$ cat config.mk
export PLATFORM = sky130hd
export DESIGN_NAME = lus_readout
export DESIGN_NICKNAME = d
export VERILOG_FILES = /design/src/design/lus_pkg.sv /design/src/design/lus_readout.sv
export SDC_FILE = /design/constraint.sdc
export NUM_CORES = 1
export LEC_CHECK = 0
export ABC_AREA = 1
export BUFFER_PORTS_ARGS = -buffer_cell sky130_fd_sc_hd__buf_2
export CELL_PAD_IN_SITES_DETAIL_PLACEMENT = 1
export CELL_PAD_IN_SITES_GLOBAL_PLACEMENT = 1
export CORE_MARGIN = 5
export CORE_UTILIZATION = 29
export DETAILED_ROUTE_END_ITERATION = 8
export GPL_TIMING_DRIVEN = 0
export HOLD_SLACK_MARGIN = 0.12
export PLACE_DENSITY_LB_ADDON = 0.1
export SYNTH_ARGS = -nofsm -noshare
export SYNTH_HDL_FRONTEND = slang
export SYNTH_SLANG_ARGS = --single-unit
$ cat constraint.sdc
create_clock -name mclk_in -period 8.2 [get_ports mclk_in]
set_input_delay 1.64 -clock mclk_in [delete_from_list [all_inputs] [get_ports mclk_in]]
set_output_delay 1.64 -clock mclk_in [all_outputs]
set_load 0.01 [all_outputs]
$ cat src/design/lus_pkg.sv
`default_nettype none
package lus_pkg;
    localparam int CLK_PERIOD_NS = 25;
    localparam int T_CTRL_SETUP_NS = 155000;
    localparam int T_ADC_SETUP_NS = 48800;
    localparam int T_CONV_UNIT_NS = 48800;
    localparam int T_INTEG_NS = 24400;
    localparam int T_RATE_TICK_NS = 1000000;
    localparam int CTRL_SETUP_CYC =
        (T_CTRL_SETUP_NS + CLK_PERIOD_NS - 1) / CLK_PERIOD_NS;
    localparam int ADC_SETUP_CYC =
        (T_ADC_SETUP_NS + CLK_PERIOD_NS - 1) / CLK_PERIOD_NS;
    localparam int CONV_UNIT_CYC =
        (T_CONV_UNIT_NS + CLK_PERIOD_NS - 1) / CLK_PERIOD_NS;
    localparam int INTEG_CYC = (T_INTEG_NS + CLK_PERIOD_NS - 1) / CLK_PERIOD_NS;
    localparam int RATE_TICK_CYC = T_RATE_TICK_NS / CLK_PERIOD_NS;
    localparam int TMR_W = 27;

    localparam logic [6:0] SLV_ADDR_MAIN = 7'h55;
    localparam logic [6:0] SLV_ADDR_ALT = 7'h52;
    localparam int PTR_INHIBIT_BIT = 6;

    localparam logic [5:0] REG_PART_ID = 6'h00;
    localparam logic [5:0] REG_COMMAND = 6'h01;
    localparam logic [5:0] REG_CHAN_SEL = 6'h02;
    localparam logic [5:0] REG_VIS_GAIN = 6'h03;
    localparam logic [5:0] REG_IR_GAIN = 6'h04;
    localparam logic [5:0] REG_MEAS_RATE = 6'h05;
    localparam logic [5:0] REG_RES_MODE = 6'h06;
    localparam logic [5:0] REG_IRQ_STATUS = 6'h07;
    localparam logic [5:0] REG_IRQ_ENABLE = 6'h08;
    localparam logic [5:0] REG_THRESH_H = 6'h09;
    localparam logic [5:0] REG_THRESH_L = 6'h0A;
    localparam logic [5:0] REG_VIS_RES0 = 6'h10;
    localparam logic [5:0] REG_IR_RES0 = 6'h13;

    localparam logic [7:0] CMD_FORCE = 8'h11;
    localparam logic [7:0] CMD_PAUSE = 8'h12;
    localparam logic [7:0] CMD_START = 8'h13;

    localparam int CHAN_VIS_BIT = 0;
    localparam int CHAN_IR_BIT = 1;
    localparam int RES24_BIT = 0;
    localparam int IRQ_VIS_BIT = 0;
    localparam int IRQ_IR_BIT = 1;
    localparam int IRQ_THR_BIT = 2;

    localparam logic [7:0] CHAN_SEL_RST = 8'h03;
    localparam logic [23:0] SAT24 = 24'h7FFFFF;
    localparam logic [15:0] SAT16 = 16'hFFFF;

    typedef enum logic [3:0] {
        I2C_IDLE = 4'h0,
        I2C_ADDR = 4'h1,
        I2C_ADDR_ACK = 4'h2,
        I2C_PTR = 4'h3,
        I2C_PTR_ACK = 4'h4,
        I2C_WDATA = 4'h5,
        I2C_WDATA_ACK = 4'h6,
        I2C_RDATA = 4'h7,
        I2C_RACK = 4'h8
    } lus_i2c_st_t;

    typedef enum logic [2:0] {
        SEQ_SLEEP = 3'h0,
        SEQ_CTRL = 3'h1,
        SEQ_ADCSET = 3'h2,
        SEQ_CONV = 3'h3,
        SEQ_STORE = 3'h4
    } lus_seq_st_t;

    typedef enum logic [1:0] {
        PWR_SLEEP = 2'h0,
        PWR_ACTIVE = 2'h1,
        PWR_SUSPEND = 2'h2
    } lus_pwr_t;
endpackage
`default_nettype wire

$ cat src/design/lus_readout.sv
// Operation
// - Write opens with start, address, direction
// - Second write byte loads register pointer
// - Further bytes stored sequentially until stop
// - Read transfer shifts out pointed register
// - Pointer bits 5:0 location, bit 6 inhibit
// - Inhibit clear by default, pointer advances
// - Inhibit set keeps pointer fixed
// - Burst reads and writes over contiguous registers
// - Open-drain interrupt, drives low only
// - Interrupt held until host clears it
// - Overflow saturates result, 24 or 16 bit
// - Results recover automatically within range
// - Integration default 24.4 us, gain lengthens
// - Visible and infrared gains independent
// - Infrared result on its own registers
// - Infrared skipped when channel list disables
// - Signal minus dark from paired converters
// - Phases 155 us, 48.8 us, 48.8us times 2^gain
// - Forced or autonomous start, interrupt on events
// - Power states active, suspend, sleep
// - Answers slave address 0x55 or 0x52
// - Pointer bit 7 zero, locations 0x00-0x3F
`default_nettype none
module lus_readout #(
    parameter int CTRL_SETUP_CYCLES = lus_pkg::CTRL_SETUP_CYC,
    parameter int RATE_TICK_CYCLES = lus_pkg::RATE_TICK_CYC,
    // Arbitrary identification value
    parameter logic [7:0] PART_ID = 8'h5A
) (
    input wire logic mclk_in,
    input wire logic arst_n_in,
    input wire logic scl_in,
    input wire logic sda_in,
    output logic sda_out,
    output logic sda_oe_n_out,
    output logic int_out,
    output logic int_oe_n_out,
    input wire logic [23:0] vis_sig_in,
    input wire logic [23:0] vis_dark_in,
    input wire logic vis_ovf_in,
    input wire logic [23:0] ir_sig_in,
    input wire logic [23:0] ir_dark_in,
    input wire logic ir_ovf_in,
    output logic adc_sel_ir_out,
    output logic adc_integrate_out,
    output lus_pkg::lus_pwr_t power_state_out,
    output logic meas_busy_out
);
    import lus_pkg::*;

    if (CTRL_SETUP_CYCLES < 1 || CTRL_SETUP_CYCLES >= 2 ** TMR_W) begin : g_c
        $error("CTRL_SETUP_CYCLES out of range");
    end
    if (RATE_TICK_CYCLES < 1 || RATE_TICK_CYCLES >= 2 ** TMR_W) begin : g_r
        $error("RATE_TICK_CYCLES out of range");
    end

    typedef struct packed {
        logic scl_s1;
        logic scl_s2;
        logic scl_s3;
        logic sda_s1;
        logic sda_s2;
        logic sda_s3;
        lus_i2c_st_t i2c_st;
        logic [3:0] bit_cnt;
        logic [7:0] shift;
        logic rw;
        logic acked;
        logic [5:0] ptr;
        logic inhibit;
        logic sda_oe_n;
        logic pin_low;
        logic int_oe_n;
        logic [63:0][7:0] mem;
        lus_seq_st_t seq_st;
        lus_pwr_t pwr;
        logic ch_ir;
        logic auto_on;
        logic pend;
        logic vis_above;
        logic integ;
        logic busy;
        logic [TMR_W-1:0] tmr;
        logic [TMR_W-1:0] tick;
        logic [7:0] rate_cnt;
    } lus_state_t;

    function automatic lus_state_t rst_val();
        lus_state_t r;
        r = '0;
        r.scl_s1 = 1'b1;
        r.scl_s2 = 1'b1;
        r.scl_s3 = 1'b1;
        r.sda_s1 = 1'b1;
        r.sda_s2 = 1'b1;
        r.sda_s3 = 1'b1;
        r.i2c_st = I2C_IDLE;
        r.sda_oe_n = 1'b1;
        r.int_oe_n = 1'b1;
        r.mem[REG_PART_ID] = PART_ID;
        // Both channels enabled after reset
        r.mem[REG_CHAN_SEL] = CHAN_SEL_RST;
        r.seq_st = SEQ_SLEEP;
        r.pwr = PWR_SLEEP;
        return r;
    endfunction

    localparam lus_state_t RST_STATE = rst_val();

    lus_state_t st_ff;
    lus_state_t nxt_st;

    logic scl_rise, scl_fall, start_c, stop_c;
    logic [5:0] nptr;
    logic [7:0] irq_set;
    logic vis_en, ir_en, res24, sat24, sat16, above, ovf;
    logic [3:0] gain;
    logic [TMR_W-1:0] conv_len, integ_len;
    logic [23:0] sig, dark, r24;
    logic [24:0] diff;
    logic [15:0] r16, val16;
    logic [5:0] base;

    always_comb begin
        nxt_st = st_ff;
        irq_set = '0;
        nxt_st.scl_s1 = scl_in;
        nxt_st.scl_s2 = st_ff.scl_s1;
        nxt_st.scl_s3 = st_ff.scl_s2;
        nxt_st.sda_s1 = sda_in;
        nxt_st.sda_s2 = st_ff.sda_s1;
        nxt_st.sda_s3 = st_ff.sda_s2;
        scl_rise = st_ff.scl_s2 & ~st_ff.scl_s3;
        scl_fall = ~st_ff.scl_s2 & st_ff.scl_s3;
        start_c = st_ff.scl_s2 & st_ff.scl_s3 & st_ff.sda_s3 & ~st_ff.sda_s2;
        stop_c = st_ff.scl_s2 & st_ff.scl_s3 & ~st_ff.sda_s3 & st_ff.sda_s2;
        nptr = st_ff.inhibit ? st_ff.ptr : st_ff.ptr + 6'h01;
        vis_en = st_ff.mem[REG_CHAN_SEL][CHAN_VIS_BIT];
        ir_en = st_ff.mem[REG_CHAN_SEL][CHAN_IR_BIT];
        res24 = st_ff.mem[REG_RES_MODE][RES24_BIT];
        gain = st_ff.ch_ir ? st_ff.mem[REG_IR_GAIN][3:0]
                           : st_ff.mem[REG_VIS_GAIN][3:0];
        conv_len = TMR_W'(CONV_UNIT_CYC) << gain;
        integ_len = TMR_W'(INTEG_CYC) << gain;
        sig = st_ff.ch_ir ? ir_sig_in : vis_sig_in;
        dark = st_ff.ch_ir ? ir_dark_in : vis_dark_in;
        ovf = st_ff.ch_ir ? ir_ovf_in : vis_ovf_in;
        diff = {1'b0, sig} - {1'b0, dark};
        sat24 = ovf | (~diff[24] & diff[23]);
        sat16 = ovf | (~diff[24] & (|diff[23:16]));
        r24 = sat24 ? SAT24 : (diff[24] ? 24'h000000 : diff[23:0]);
        r16 = sat16 ? SAT16 : (diff[24] ? 16'h0000 : diff[15:0]);
        val16 = res24 ? r24[23:8] : r16;
        above = val16 > {st_ff.mem[REG_THRESH_H], st_ff.mem[REG_THRESH_L]};
        base = st_ff.ch_ir ? REG_IR_RES0 : REG_VIS_RES0;

        if (st_ff.auto_on && st_ff.mem[REG_MEAS_RATE] != 8'h00) begin
            if (st_ff.tick == TMR_W'(RATE_TICK_CYCLES - 1)) begin
                nxt_st.tick = '0;
                if (st_ff.rate_cnt + 8'h01 >= st_ff.mem[REG_MEAS_RATE]) begin
                    nxt_st.rate_cnt = 8'h00;
                    nxt_st.pend = 1'b1;
                end else begin
                    nxt_st.rate_cnt = st_ff.rate_cnt + 8'h01;
                end
            end else begin
                nxt_st.tick = st_ff.tick + TMR_W'(1);
            end
        end else begin
            nxt_st.tick = '0;
            nxt_st.rate_cnt = 8'h00;
        end

        case (st_ff.seq_st)
            SEQ_SLEEP: begin
                nxt_st.pwr = PWR_SLEEP;
                nxt_st.busy = 1'b0;
                if (st_ff.pend) begin
                    nxt_st.pend = 1'b0;
                    if (vis_en | ir_en) begin
                        nxt_st.ch_ir = ~vis_en;
                        nxt_st.seq_st = SEQ_CTRL;
                        nxt_st.tmr = '0;
                        nxt_st.pwr = PWR_ACTIVE;
                        nxt_st.busy = 1'b1;
                    end
                end
            end
            SEQ_CTRL: begin
                if (st_ff.tmr == TMR_W'(CTRL_SETUP_CYCLES - 1)) begin
                    nxt_st.seq_st = SEQ_ADCSET;
                    nxt_st.tmr = '0;
                    nxt_st.pwr = PWR_SUSPEND;
                end else begin
                    nxt_st.tmr = st_ff.tmr + TMR_W'(1);
                end
            end
            SEQ_ADCSET: begin
                if (st_ff.tmr == TMR_W'(ADC_SETUP_CYC - 1)) begin
                    nxt_st.seq_st = SEQ_CONV;
                    nxt_st.tmr = '0;
                    nxt_st.integ = 1'b1;
                end else begin
                    nxt_st.tmr = st_ff.tmr + TMR_W'(1);
                end
            end
            SEQ_CONV: begin
                nxt_st.integ = (st_ff.tmr + TMR_W'(1)) < integ_len;
                if (st_ff.tmr == conv_len - TMR_W'(1)) begin
                    nxt_st.seq_st = SEQ_STORE;
                    nxt_st.tmr = '0;
                    nxt_st.integ = 1'b0;
                    nxt_st.pwr = PWR_ACTIVE;
                end else begin
                    nxt_st.tmr = st_ff.tmr + TMR_W'(1);
                end
            end
            SEQ_STORE: begin
                if (res24) begin
                    nxt_st.mem[base] = r24[23:16];
                    nxt_st.mem[base + 6'h01] = r24[15:8];
                    nxt_st.mem[base + 6'h02] = r24[7:0];
                end else begin
                    nxt_st.mem[base] = r16[15:8];
                    nxt_st.mem[base + 6'h01] = r16[7:0];
                    nxt_st.mem[base + 6'h02] = 8'h00;
                end
                if (st_ff.ch_ir) begin
                    irq_set[IRQ_IR_BIT] = 1'b1;
                end else begin
                    irq_set[IRQ_VIS_BIT] = 1'b1;
                    irq_set[IRQ_THR_BIT] = above & ~st_ff.vis_above;
                    nxt_st.vis_above = above;
                end
                if (!st_ff.ch_ir && ir_en) begin
                    nxt_st.ch_ir = 1'b1;
                    nxt_st.seq_st = SEQ_CTRL;
                end else begin
                    nxt_st.seq_st = SEQ_SLEEP;
                    nxt_st.pwr = PWR_SLEEP;
                    nxt_st.busy = 1'b0;
                end
            end
            default: begin
                nxt_st.seq_st = SEQ_SLEEP;
                nxt_st.pwr = PWR_SLEEP;
            end
        endcase

        if (start_c) begin
            nxt_st.i2c_st = I2C_ADDR;
            nxt_st.bit_cnt = 4'h0;
            nxt_st.sda_oe_n = 1'b1;
        end else if (stop_c) begin
            nxt_st.i2c_st = I2C_IDLE;
            nxt_st.sda_oe_n = 1'b1;
        end else if (scl_rise) begin
            case (st_ff.i2c_st)
                I2C_ADDR, I2C_PTR, I2C_WDATA: begin
                    nxt_st.shift = {st_ff.shift[6:0], st_ff.sda_s2};
                    nxt_st.bit_cnt = st_ff.bit_cnt + 4'h1;
                end
                I2C_RDATA: nxt_st.bit_cnt = st_ff.bit_cnt + 4'h1;
                I2C_RACK: nxt_st.acked = ~st_ff.sda_s2;
                default: ;
            endcase
        end else if (scl_fall) begin
            case (st_ff.i2c_st)
                I2C_ADDR: begin
                    if (st_ff.bit_cnt == 4'h8) begin
                        if (st_ff.shift[7:1] == SLV_ADDR_MAIN ||
                            st_ff.shift[7:1] == SLV_ADDR_ALT) begin
                            nxt_st.sda_oe_n = 1'b0;
                            nxt_st.rw = st_ff.shift[0];
                            nxt_st.i2c_st = I2C_ADDR_ACK;
                        end else begin
                            nxt_st.i2c_st = I2C_IDLE;
                        end
                    end
                end
                I2C_ADDR_ACK: begin
                    nxt_st.bit_cnt = 4'h0;
                    if (st_ff.rw) begin
                        nxt_st.shift = st_ff.mem[st_ff.ptr];
                        nxt_st.sda_oe_n = st_ff.mem[st_ff.ptr][7];
                        nxt_st.i2c_st = I2C_RDATA;
                    end else begin
                        nxt_st.sda_oe_n = 1'b1;
                        nxt_st.i2c_st = I2C_PTR;
                    end
                end
                I2C_PTR: begin
                    if (st_ff.bit_cnt == 4'h8) begin
                        nxt_st.ptr = st_ff.shift[5:0];
                        nxt_st.inhibit = st_ff.shift[PTR_INHIBIT_BIT];
                        nxt_st.sda_oe_n = 1'b0;
                        nxt_st.i2c_st = I2C_PTR_ACK;
                    end
                end
                I2C_PTR_ACK, I2C_WDATA_ACK: begin
                    nxt_st.sda_oe_n = 1'b1;
                    nxt_st.bit_cnt = 4'h0;
                    nxt_st.i2c_st = I2C_WDATA;
                end
                I2C_WDATA: begin
                    if (st_ff.bit_cnt == 4'h8) begin
                        case (st_ff.ptr)
                            REG_COMMAND: begin
                                nxt_st.mem[REG_COMMAND] = st_ff.shift;
                                if (st_ff.shift == CMD_FORCE) begin
                                    nxt_st.pend = 1'b1;
                                end else if (st_ff.shift == CMD_START) begin
                                    nxt_st.auto_on = 1'b1;
                                end else if (st_ff.shift == CMD_PAUSE) begin
                                    nxt_st.auto_on = 1'b0;
                                end
                            end
                            REG_CHAN_SEL, REG_VIS_GAIN, REG_IR_GAIN,
                            REG_MEAS_RATE, REG_RES_MODE, REG_IRQ_ENABLE,
                            REG_THRESH_H, REG_THRESH_L:
                                nxt_st.mem[st_ff.ptr] = st_ff.shift;
                            REG_IRQ_STATUS:
                                nxt_st.mem[REG_IRQ_STATUS] =
                                    st_ff.mem[REG_IRQ_STATUS] & ~st_ff.shift;
                            default: ;
                        endcase
                        nxt_st.ptr = nptr;
                        nxt_st.sda_oe_n = 1'b0;
                        nxt_st.i2c_st = I2C_WDATA_ACK;
                    end
                end
                I2C_RDATA: begin
                    if (st_ff.bit_cnt == 4'h8) begin
                        nxt_st.sda_oe_n = 1'b1;
                        nxt_st.ptr = nptr;
                        nxt_st.i2c_st = I2C_RACK;
                    end else begin
                        nxt_st.shift = {st_ff.shift[6:0], 1'b0};
                        nxt_st.sda_oe_n = st_ff.shift[6];
                    end
                end
                I2C_RACK: begin
                    if (st_ff.acked) begin
                        nxt_st.shift = st_ff.mem[st_ff.ptr];
                        nxt_st.sda_oe_n = st_ff.mem[st_ff.ptr][7];
                        nxt_st.bit_cnt = 4'h0;
                        nxt_st.i2c_st = I2C_RDATA;
                    end else begin
                        nxt_st.i2c_st = I2C_IDLE;
                    end
                end
                default: ;
            endcase
        end

        // Hardware set wins over a same-cycle clear
        nxt_st.mem[REG_IRQ_STATUS] = nxt_st.mem[REG_IRQ_STATUS] | irq_set;
        // pull low while enabled events pending
        nxt_st.int_oe_n = ~(|(nxt_st.mem[REG_IRQ_STATUS] &
                              nxt_st.mem[REG_IRQ_ENABLE]));
    end

    always_ff @(posedge mclk_in or negedge arst_n_in) begin
        if (!arst_n_in) begin
            st_ff <= RST_STATE;
        end else begin
            st_ff <= nxt_st;
        end
    end

    assign sda_out = st_ff.pin_low;
    assign sda_oe_n_out = st_ff.sda_oe_n;
    assign int_out = st_ff.pin_low;
    assign int_oe_n_out = st_ff.int_oe_n;
    assign adc_sel_ir_out = st_ff.ch_ir;
    assign adc_integrate_out = st_ff.integ;
    assign power_state_out = st_ff.pwr;
    assign meas_busy_out = st_ff.busy;
endmodule
`default_nettype wire

==> impl_metrics.env, run 1 <==
export IMPL_status="finished clean"
export IMPL_worst_endpoint_required_ps=8730
export IMPL_peakVddDrop_uv=147
export IMPL_met1_usage_pct=29.1
export IMPL_portBuffers=108
export IMPL_total_power_uw=7200
export IMPL_via_per_inst=4.83
export IMPL_overflow=0
export IMPL_clockRootBuffer="clkbuf_16"
export IMPL_cpMaxStageDelayCell="clkbuf_1"
export IMPL_startpoint_type="flip-flop"
export IMPL_synth_top_cell_by_area="dfrtp_1"
export IMPL_route_detailed_drc=0
export IMPL_layout_nets=4323
export IMPL_row_count=120
export IMPL_cp_top_family="buffers and inverters"
export IMPL_fp_coreArea_sq_mm=0.107
export IMPL_met2_usage_pct=32.4
export IMPL_numCtsBuffers=77
export IMPL_worst_pin_slew_ps=1260
export IMPL_synthCells=3941
export IMPL_synth_edf_count=0
export IMPL_postRouteAntennaNets=0
export IMPL_postCtsSetupBuffers=0
export IMPL_path_buf_inv=7
export IMPL_cp_slowest_stage_delay_ps=690
export IMPL_cp_arrival_ps=7910
export IMPL_initial_core_util_pct=29.2
export IMPL_holdWs_ps=356
export IMPL_synth_top_flop_cell="dfrtp_1"
export IMPL_syn_area_sq_mm=0.0313
export IMPL_cts_clk_slew_worst_paths_ps=60
export IMPL_timing_final_crit_share_pct=90.0
export IMPL_n_antenna_cell=0
export IMPL_avgRoutedWirePerCell_microns=21.0
export IMPL_seq_area_frac_synth_pct=49.5
export IMPL_cpMostUsedCell="nand2_1"
export IMPL_fin_cells=5602
export IMPL_synth_seq_cells=618
export IMPL_hold_class="flip-flop to flip-flop"
export IMPL_drive_gt1_share_pct=7.38
export IMPL_drv_slew=0
export IMPL_synth_top_area_share_pct=48.3
export IMPL_yosysMostFrequentCell="nand2_1"
export IMPL_grt_pass1_vias=28105
export IMPL_gp_congestion=0.820
export IMPL_holdBufCountCts=0
export IMPL_p_leak_uw=0.0175
export IMPL_dieHeight_microns=338
export IMPL_ctsResizeCount=0
export IMPL_use_met3_pct=3.30
export IMPL_max_cap_violations=0
export IMPL_clockBufferDepth=3
export IMPL_grt_pass1_wl_microns=178000
export IMPL_synthDistinctLibCells=62
export IMPL_cts_tree="done"
export IMPL_grt_total_usage_pct=20.3
export IMPL_rsz0062_at_grt="no"
export IMPL_synthArstFlopShare_pct=100
export IMPL_syn_to_final_growth_pct=16.9
export IMPL_max_freq_ghz=0.135
export IMPL_grt_max_degree=106
export IMPL_numClockSinks=618
export IMPL_clock_latency_ps=670
export IMPL_cts_htree_levels=3
export IMPL_grt_most_used_layer="met2"
export IMPL_vias=27033
export IMPL_max_slew_margin_pct=15.7
export IMPL_setup_viol=0
export IMPL_synthTopCellsByCount="nand2_1, dfrtp_1, clkbuf_1, inv_1, nor2_1"
export IMPL_p_per_area_mw_per_mm2=197
export IMPL_wl_microns=117000
export IMPL_syn_avg_cell_area_sq_um=7.94
export IMPL_die_w_microns=338
export IMPL_dr_pass1_iters=5
export IMPL_clock_skew_ps=38.5
export IMPL_synthTopCellsByArea="dfrtp_1, nand2_1, clkbuf_1"
export IMPL_die_area_sq_mm=0.115
export IMPL_finalSetupTns_ps=0
export IMPL_hold_violations=0
export IMPL_drt_iter0_drc=1578
export IMPL_endpoint_kind="flip-flop"
export IMPL_grt_antenna_before_repair=1
export IMPL_dp_hpwl_microns=86600
export IMPL_critPathKind="flip-flop to flip-flop"
export IMPL_min_period_ps=7380
export IMPL_crit_fanout=10
export IMPL_ys_warn_count=0
export IMPL_pin_count=111
export IMPL_dp_cells=5461
## kinds of logic (layout without fill, tap and decap cells)
logic type | after synthesis | in the layout | share of synthesized area [%]
buf+inv | 847 | 1104 | 10.4
flops | 618 | 618 | 49.5
mux | 24 | 24 | 0.768
other cells | 1 | 2 | 0.0120
compound gates | 548 | 548 | 11.1
fa+ha+maj | 84 | 84 | 3.38
simple gates | 1762 | 1762 | 23.3
xor+xnor | 57 | 57 | 1.60
## cell usage in the layout (no fill, tap or decap), types with 6 or more instances in the layout
cell type / netlist / final
nand3_1: 144 / 144
clkinv_1: 9 / 9
nand4_1: 84 / 84
nor2_1: 239 / 239
or2_2: 14 / 14
a31oi_1: 23 / 23
o32ai_1: 7 / 7
nor3_1: 52 / 49
ha_1: 83 / 83
clkbuf_8: 0 / 14
a221oi_1: 46 / 46
a22o_1: 14 / 14
a21boi_0: 11 / 11
nor4_1: 19 / 19
inv_1: 335 / 335
xor2_1: 45 / 45
clkbuf_16: 0 / 77
o21ai_0: 192 / 192
clkinv_2: 0 / 10
dfstp_2: 14 / 14
a21oi_1: 99 / 99
o22ai_1: 20 / 20
mux2i_1: 24 / 24
o211ai_1: 10 / 10
o2111ai_1: 13 / 13
buf_16: 0 / 6
bufinv_16: 0 / 11
a22oi_1: 77 / 77
inv_2: 7 / 7
dfrtp_1: 604 / 604
nand3b_1: 7 / 7
xnor2_1: 12 / 12
nand2_1: 1180 / 1180
clkbuf_1: 466 / 484
buf_6: 5 / 6
buf_2: 10 / 117
buf_1: 11 / 11
## final timing paths
check	startpoint	end	slack [ps]	cells past startpoint
hold / removal	nxt_st[617]	nxt_st[616]	360	0
setup reg to reg	adc_sel_ir_out	int_oe_n_out	820	30
hold reg to reg	nxt_st[617]	nxt_st[616]	360	0
min in group asynchronous	arst_n_in	st_ff[26]	990	1
max in group asynchronous	arst_n_in	st_ff[268]	5270	4
setup / recovery	adc_sel_ir_out	int_oe_n_out	820	30
## flip-flops by register name (all words and copies together), names as in the netlist
signal,count
adc_sel_ir_out,1
adc_integrate_out,1
nxt_st,4
ir_en,1
st_ff,605
res24,1
sda_oe_n_out,1
power_state_out,2
meas_busy_out,1
int_oe_n_out,1
## cell type report
type                    count  area [sq um]
fillers                 12859         70500
multi-input cells        2477         12600
inverters                 351          1320
clock buffers             111          2190
well taps                1403          1760
flip-flops and latches    618         15500
plain buffers             496          1930
clock inverters            30           556
repair buffers            116           734
## per-stage QoR
step                      setup slack [ps]  instance area [sq um]  utilization [%]
after detailed placement               677                  33800             31.6
after CTS                              626                  36600             34.1
after global placement               -8760                  33600             31.4
after global routing                  57.6                  36600             34.1
final                                  819                  36600             34.1
after floorplan                       2940                  31300                -
## metal layers
layer | wire length [microns] | vias up
met2 | 52700 | 452
met4 | 2370 | 2
li1 | - | 12935
met5 | 11 | -
met1 | 57400 | 13509
met3 | 4970 | 135
## report_power, final
| group | switching, uW | internal, uW | total (uW) |
|---|---|---|---|
| Clock | 1450 | 2230 | 3690 |
| Combinational | 301 | 122 | 423 |
| Sequential | 21.0 | 3070 | 3090 |
## worst reg2reg max path: cells and delay by family, from the launching register on
kind                     cells  cell delay [ps]
buffers and inverters        7             2610
AND/OR/NAND/NOR             15             1890
multiplexers                 1              290
AO/OA/AOI/OAI                5             1220
adder cells (fa/ha/maj)      2              670
flip-flops                   1              550
No activity file was read; power rests on OpenSTA's default activity.
==> run 2, diff against run 1 <==
==> constraint.sdc (replaced) <==
create_clock -name mclk_in -period 8.2 [get_ports mclk_in]
set_input_delay 0 -clock mclk_in [delete_from_list [all_inputs] [get_ports mclk_in]]
set_output_delay 0 -clock mclk_in [all_outputs]
set_load 0.01 [all_outputs]
==> run 2 against run 1 <==
Critical path depth unchanged. Combinational power rose by 1%. Setup slack worse by 16 ps. Sequential cell count did not move. Maximum frequency decreased by 0.21%.
==> impl_metrics.env, run 2 (synthesis gave the netlist of run 1 again) <==
export IMPL_setup_viol=0
export IMPL_r2r_slack_ps=800
export IMPL_clock_skew_ps=38.9
export IMPL_final_cell_mix="nand2_1, dfrtp_1, clkbuf_1"
export IMPL_vias=27078
export IMPL_dp_cells=5461
export IMPL_fin_cells=5609
export IMPL_timing_final_crit_share_pct=90.2
export IMPL_p_sw_uw=1780
export IMPL_avgRoutedWirePerCell_microns=21.0
export IMPL_cpMostUsedCell="nand2_1"
export IMPL_cp_slowest_stage_delay_ps=690
export IMPL_gp_congestion=0.820
export IMPL_drive_gt1_share_pct=7.39
export IMPL_die_w_microns=338
export IMPL_dieHeight_microns=338
export IMPL_crit_fanout=10
export IMPL_syn_to_final_growth_pct=17.1
export IMPL_cts_clk_slew_worst_paths_ps=60
export IMPL_pin_count=111
export IMPL_wl_microns=118000
export IMPL_rsz0062_at_grt="no"
export IMPL_cpMaxStageDelayCell="clkbuf_1"
export IMPL_max_cap_violations=0
export IMPL_overflow=0
export IMPL_postRouteAntennaNets=0
export IMPL_via_per_inst=4.83
export IMPL_holdBufCountCts=7
export IMPL_n_antenna_cell=0
export IMPL_finalSetupTns_ps=0
export IMPL_p_per_area_mw_per_mm2=197
export IMPL_p_leak_uw=0.0175
export IMPL_layout_nets=4330
export IMPL_portBuffers=108
export IMPL_largest_reg_flops=605
export IMPL_hp_start="vis_sig_in[7]"
export IMPL_grt_pass1_wl_microns=179000
export IMPL_max_freq_ghz=0.135
export IMPL_p_int_uw=5430
export IMPL_reg2reg_depth=30
export IMPL_hold_violations=0
export IMPL_whs_path_depth=8
export IMPL_drt_iter0_drc=1472
export IMPL_route_detailed_drc=0
export IMPL_worst_pin_slew_ps=1300
export IMPL_dp_hpwl_microns=86600
export IMPL_pwr_share_clk_pct=51.2
export IMPL_cts_tree="done"
export IMPL_startpoint_type="flip-flop"
export IMPL_grt_pass1_vias=28163
export IMPL_clockBufferDepth=3
export IMPL_fp_coreArea_sq_mm=0.107
export IMPL_numClockSinks=618
export IMPL_initial_core_util_pct=29.2
export IMPL_grt_total_usage_pct=20.3
export IMPL_ctsResizeCount=0
export IMPL_max_slew_margin_pct=13.2
export IMPL_critPathKind="flip-flop to flip-flop"
export IMPL_grt_antenna_before_repair=1
export IMPL_clock_latency_ps=670
export IMPL_regMostFlops="st_ff"
export IMPL_total_power_uw=7200
export IMPL_status="finished clean"
export IMPL_cp_arrival_ps=7920
export IMPL_drv_slew=0
export IMPL_grt_max_degree=106
export IMPL_n_fill_cell=12853
export IMPL_final_common_cell="nand2_1"
export IMPL_numCtsBuffers=77
export IMPL_dr_pass1_iters=5
export IMPL_p_seq_share_pct=42.9
export IMPL_die_area_sq_mm=0.115
export IMPL_row_count=120
export IMPL_postCtsSetupBuffers=0
export IMPL_reg2reg_from="adc_sel_ir_out"
export IMPL_endpoint_kind="flip-flop"
export IMPL_min_period_ps=7400
export IMPL_switching_share_pct=24.7
export IMPL_worst_endpoint_required_ps=8720
export IMPL_peakVddDrop_uv=146
export IMPL_hold_class="primary input to flip-flop"
export IMPL_pwr_share_comb_pct=5.9
export IMPL_clockRootBuffer="clkbuf_16"
export IMPL_hold_end="st_ff[248]"
export IMPL_r2r_end="int_oe_n_out"
export IMPL_cts_htree_levels=3
-- run 2: power groups by stage --
| stage | Combinational, uW | Sequential (uW) | Clock, uW |
|---|---|---|---|
| 2_1_floorplan | 221 | 3130 | 0 |
| 6_report | 428 | 3090 | 3690 |
| 5_1_grt | 490 | 3090 | 3910 |
| 3_5_place_dp | 432 | 3140 | 0 |
| 3_3_place_gp | 419 | 3140 | 0 |
| 4_1_cts | 438 | 3090 | 3790 |
-- run 2: layout make-up --
type	count	area [sq um]	share of cell area, %
flip-flops and latches	618	15500	42.3
well taps	1403	1760	4.79
multi-input cells	2477	12600	34.3
inverters	351	1320	3.60
clock buffers	111	2190	5.99
repair buffers	123	822	2.24
clock inverters	30	556	1.52
plain buffers	496	1930	5.27
-- run 2: worst max path at each step --
| stage | start | endpoint | cells after the start |
|---|---|---|---|
| global placement | arst_n_in | st_ff[503] | 1 |
| floorplan | adc_sel_ir_out | int_oe_n_out | 30 |
| finish | adc_sel_ir_out | int_oe_n_out | 30 |
| global route | adc_sel_ir_out | int_oe_n_out | 32 |
| CTS | adc_sel_ir_out | int_oe_n_out | 30 |
| detailed placement | adc_sel_ir_out | int_oe_n_out | 30 |
-- run 2: critical path, delay by kind of cell (launching register included) --
family	cells	cell delay (ps)
AOI/OAI and AO/OA	5	1200
DFF	1	560
buffers and inverters	7	2640
adders and majority gates	2	660
and+or+nand+nor	15	1880
muxes	1	280
-- run 2: metal layers --
| layer | up-vias | GRT usage [%] | share of wire [%] |
|---|---|---|---|
| li1 | 12950 | - | - |
| met1 | 13506 | 29.1 | 48 |
| met2 | 479 | 32.4 | 45 |
| met3 | 141 | 3.30 | 4.6 |
| met4 | 2 | 4.69 | 2.2 |
| met5 | - | 0 | 0.0093 |
-- run 2: through the flow --
stage	util, %	hold slack (ps)	setup WS (ps)	cell area (sq um)
5_1_grt	34.2	303	57.6	36600
3_3_place_gp	31.4	113	-7120	33600
2_1_floorplan	-	-296	3110	31300
6_report	34.2	245	803	36600
3_5_place_dp	31.6	40.6	677	33800
4_1_cts	34.2	195	626	36600
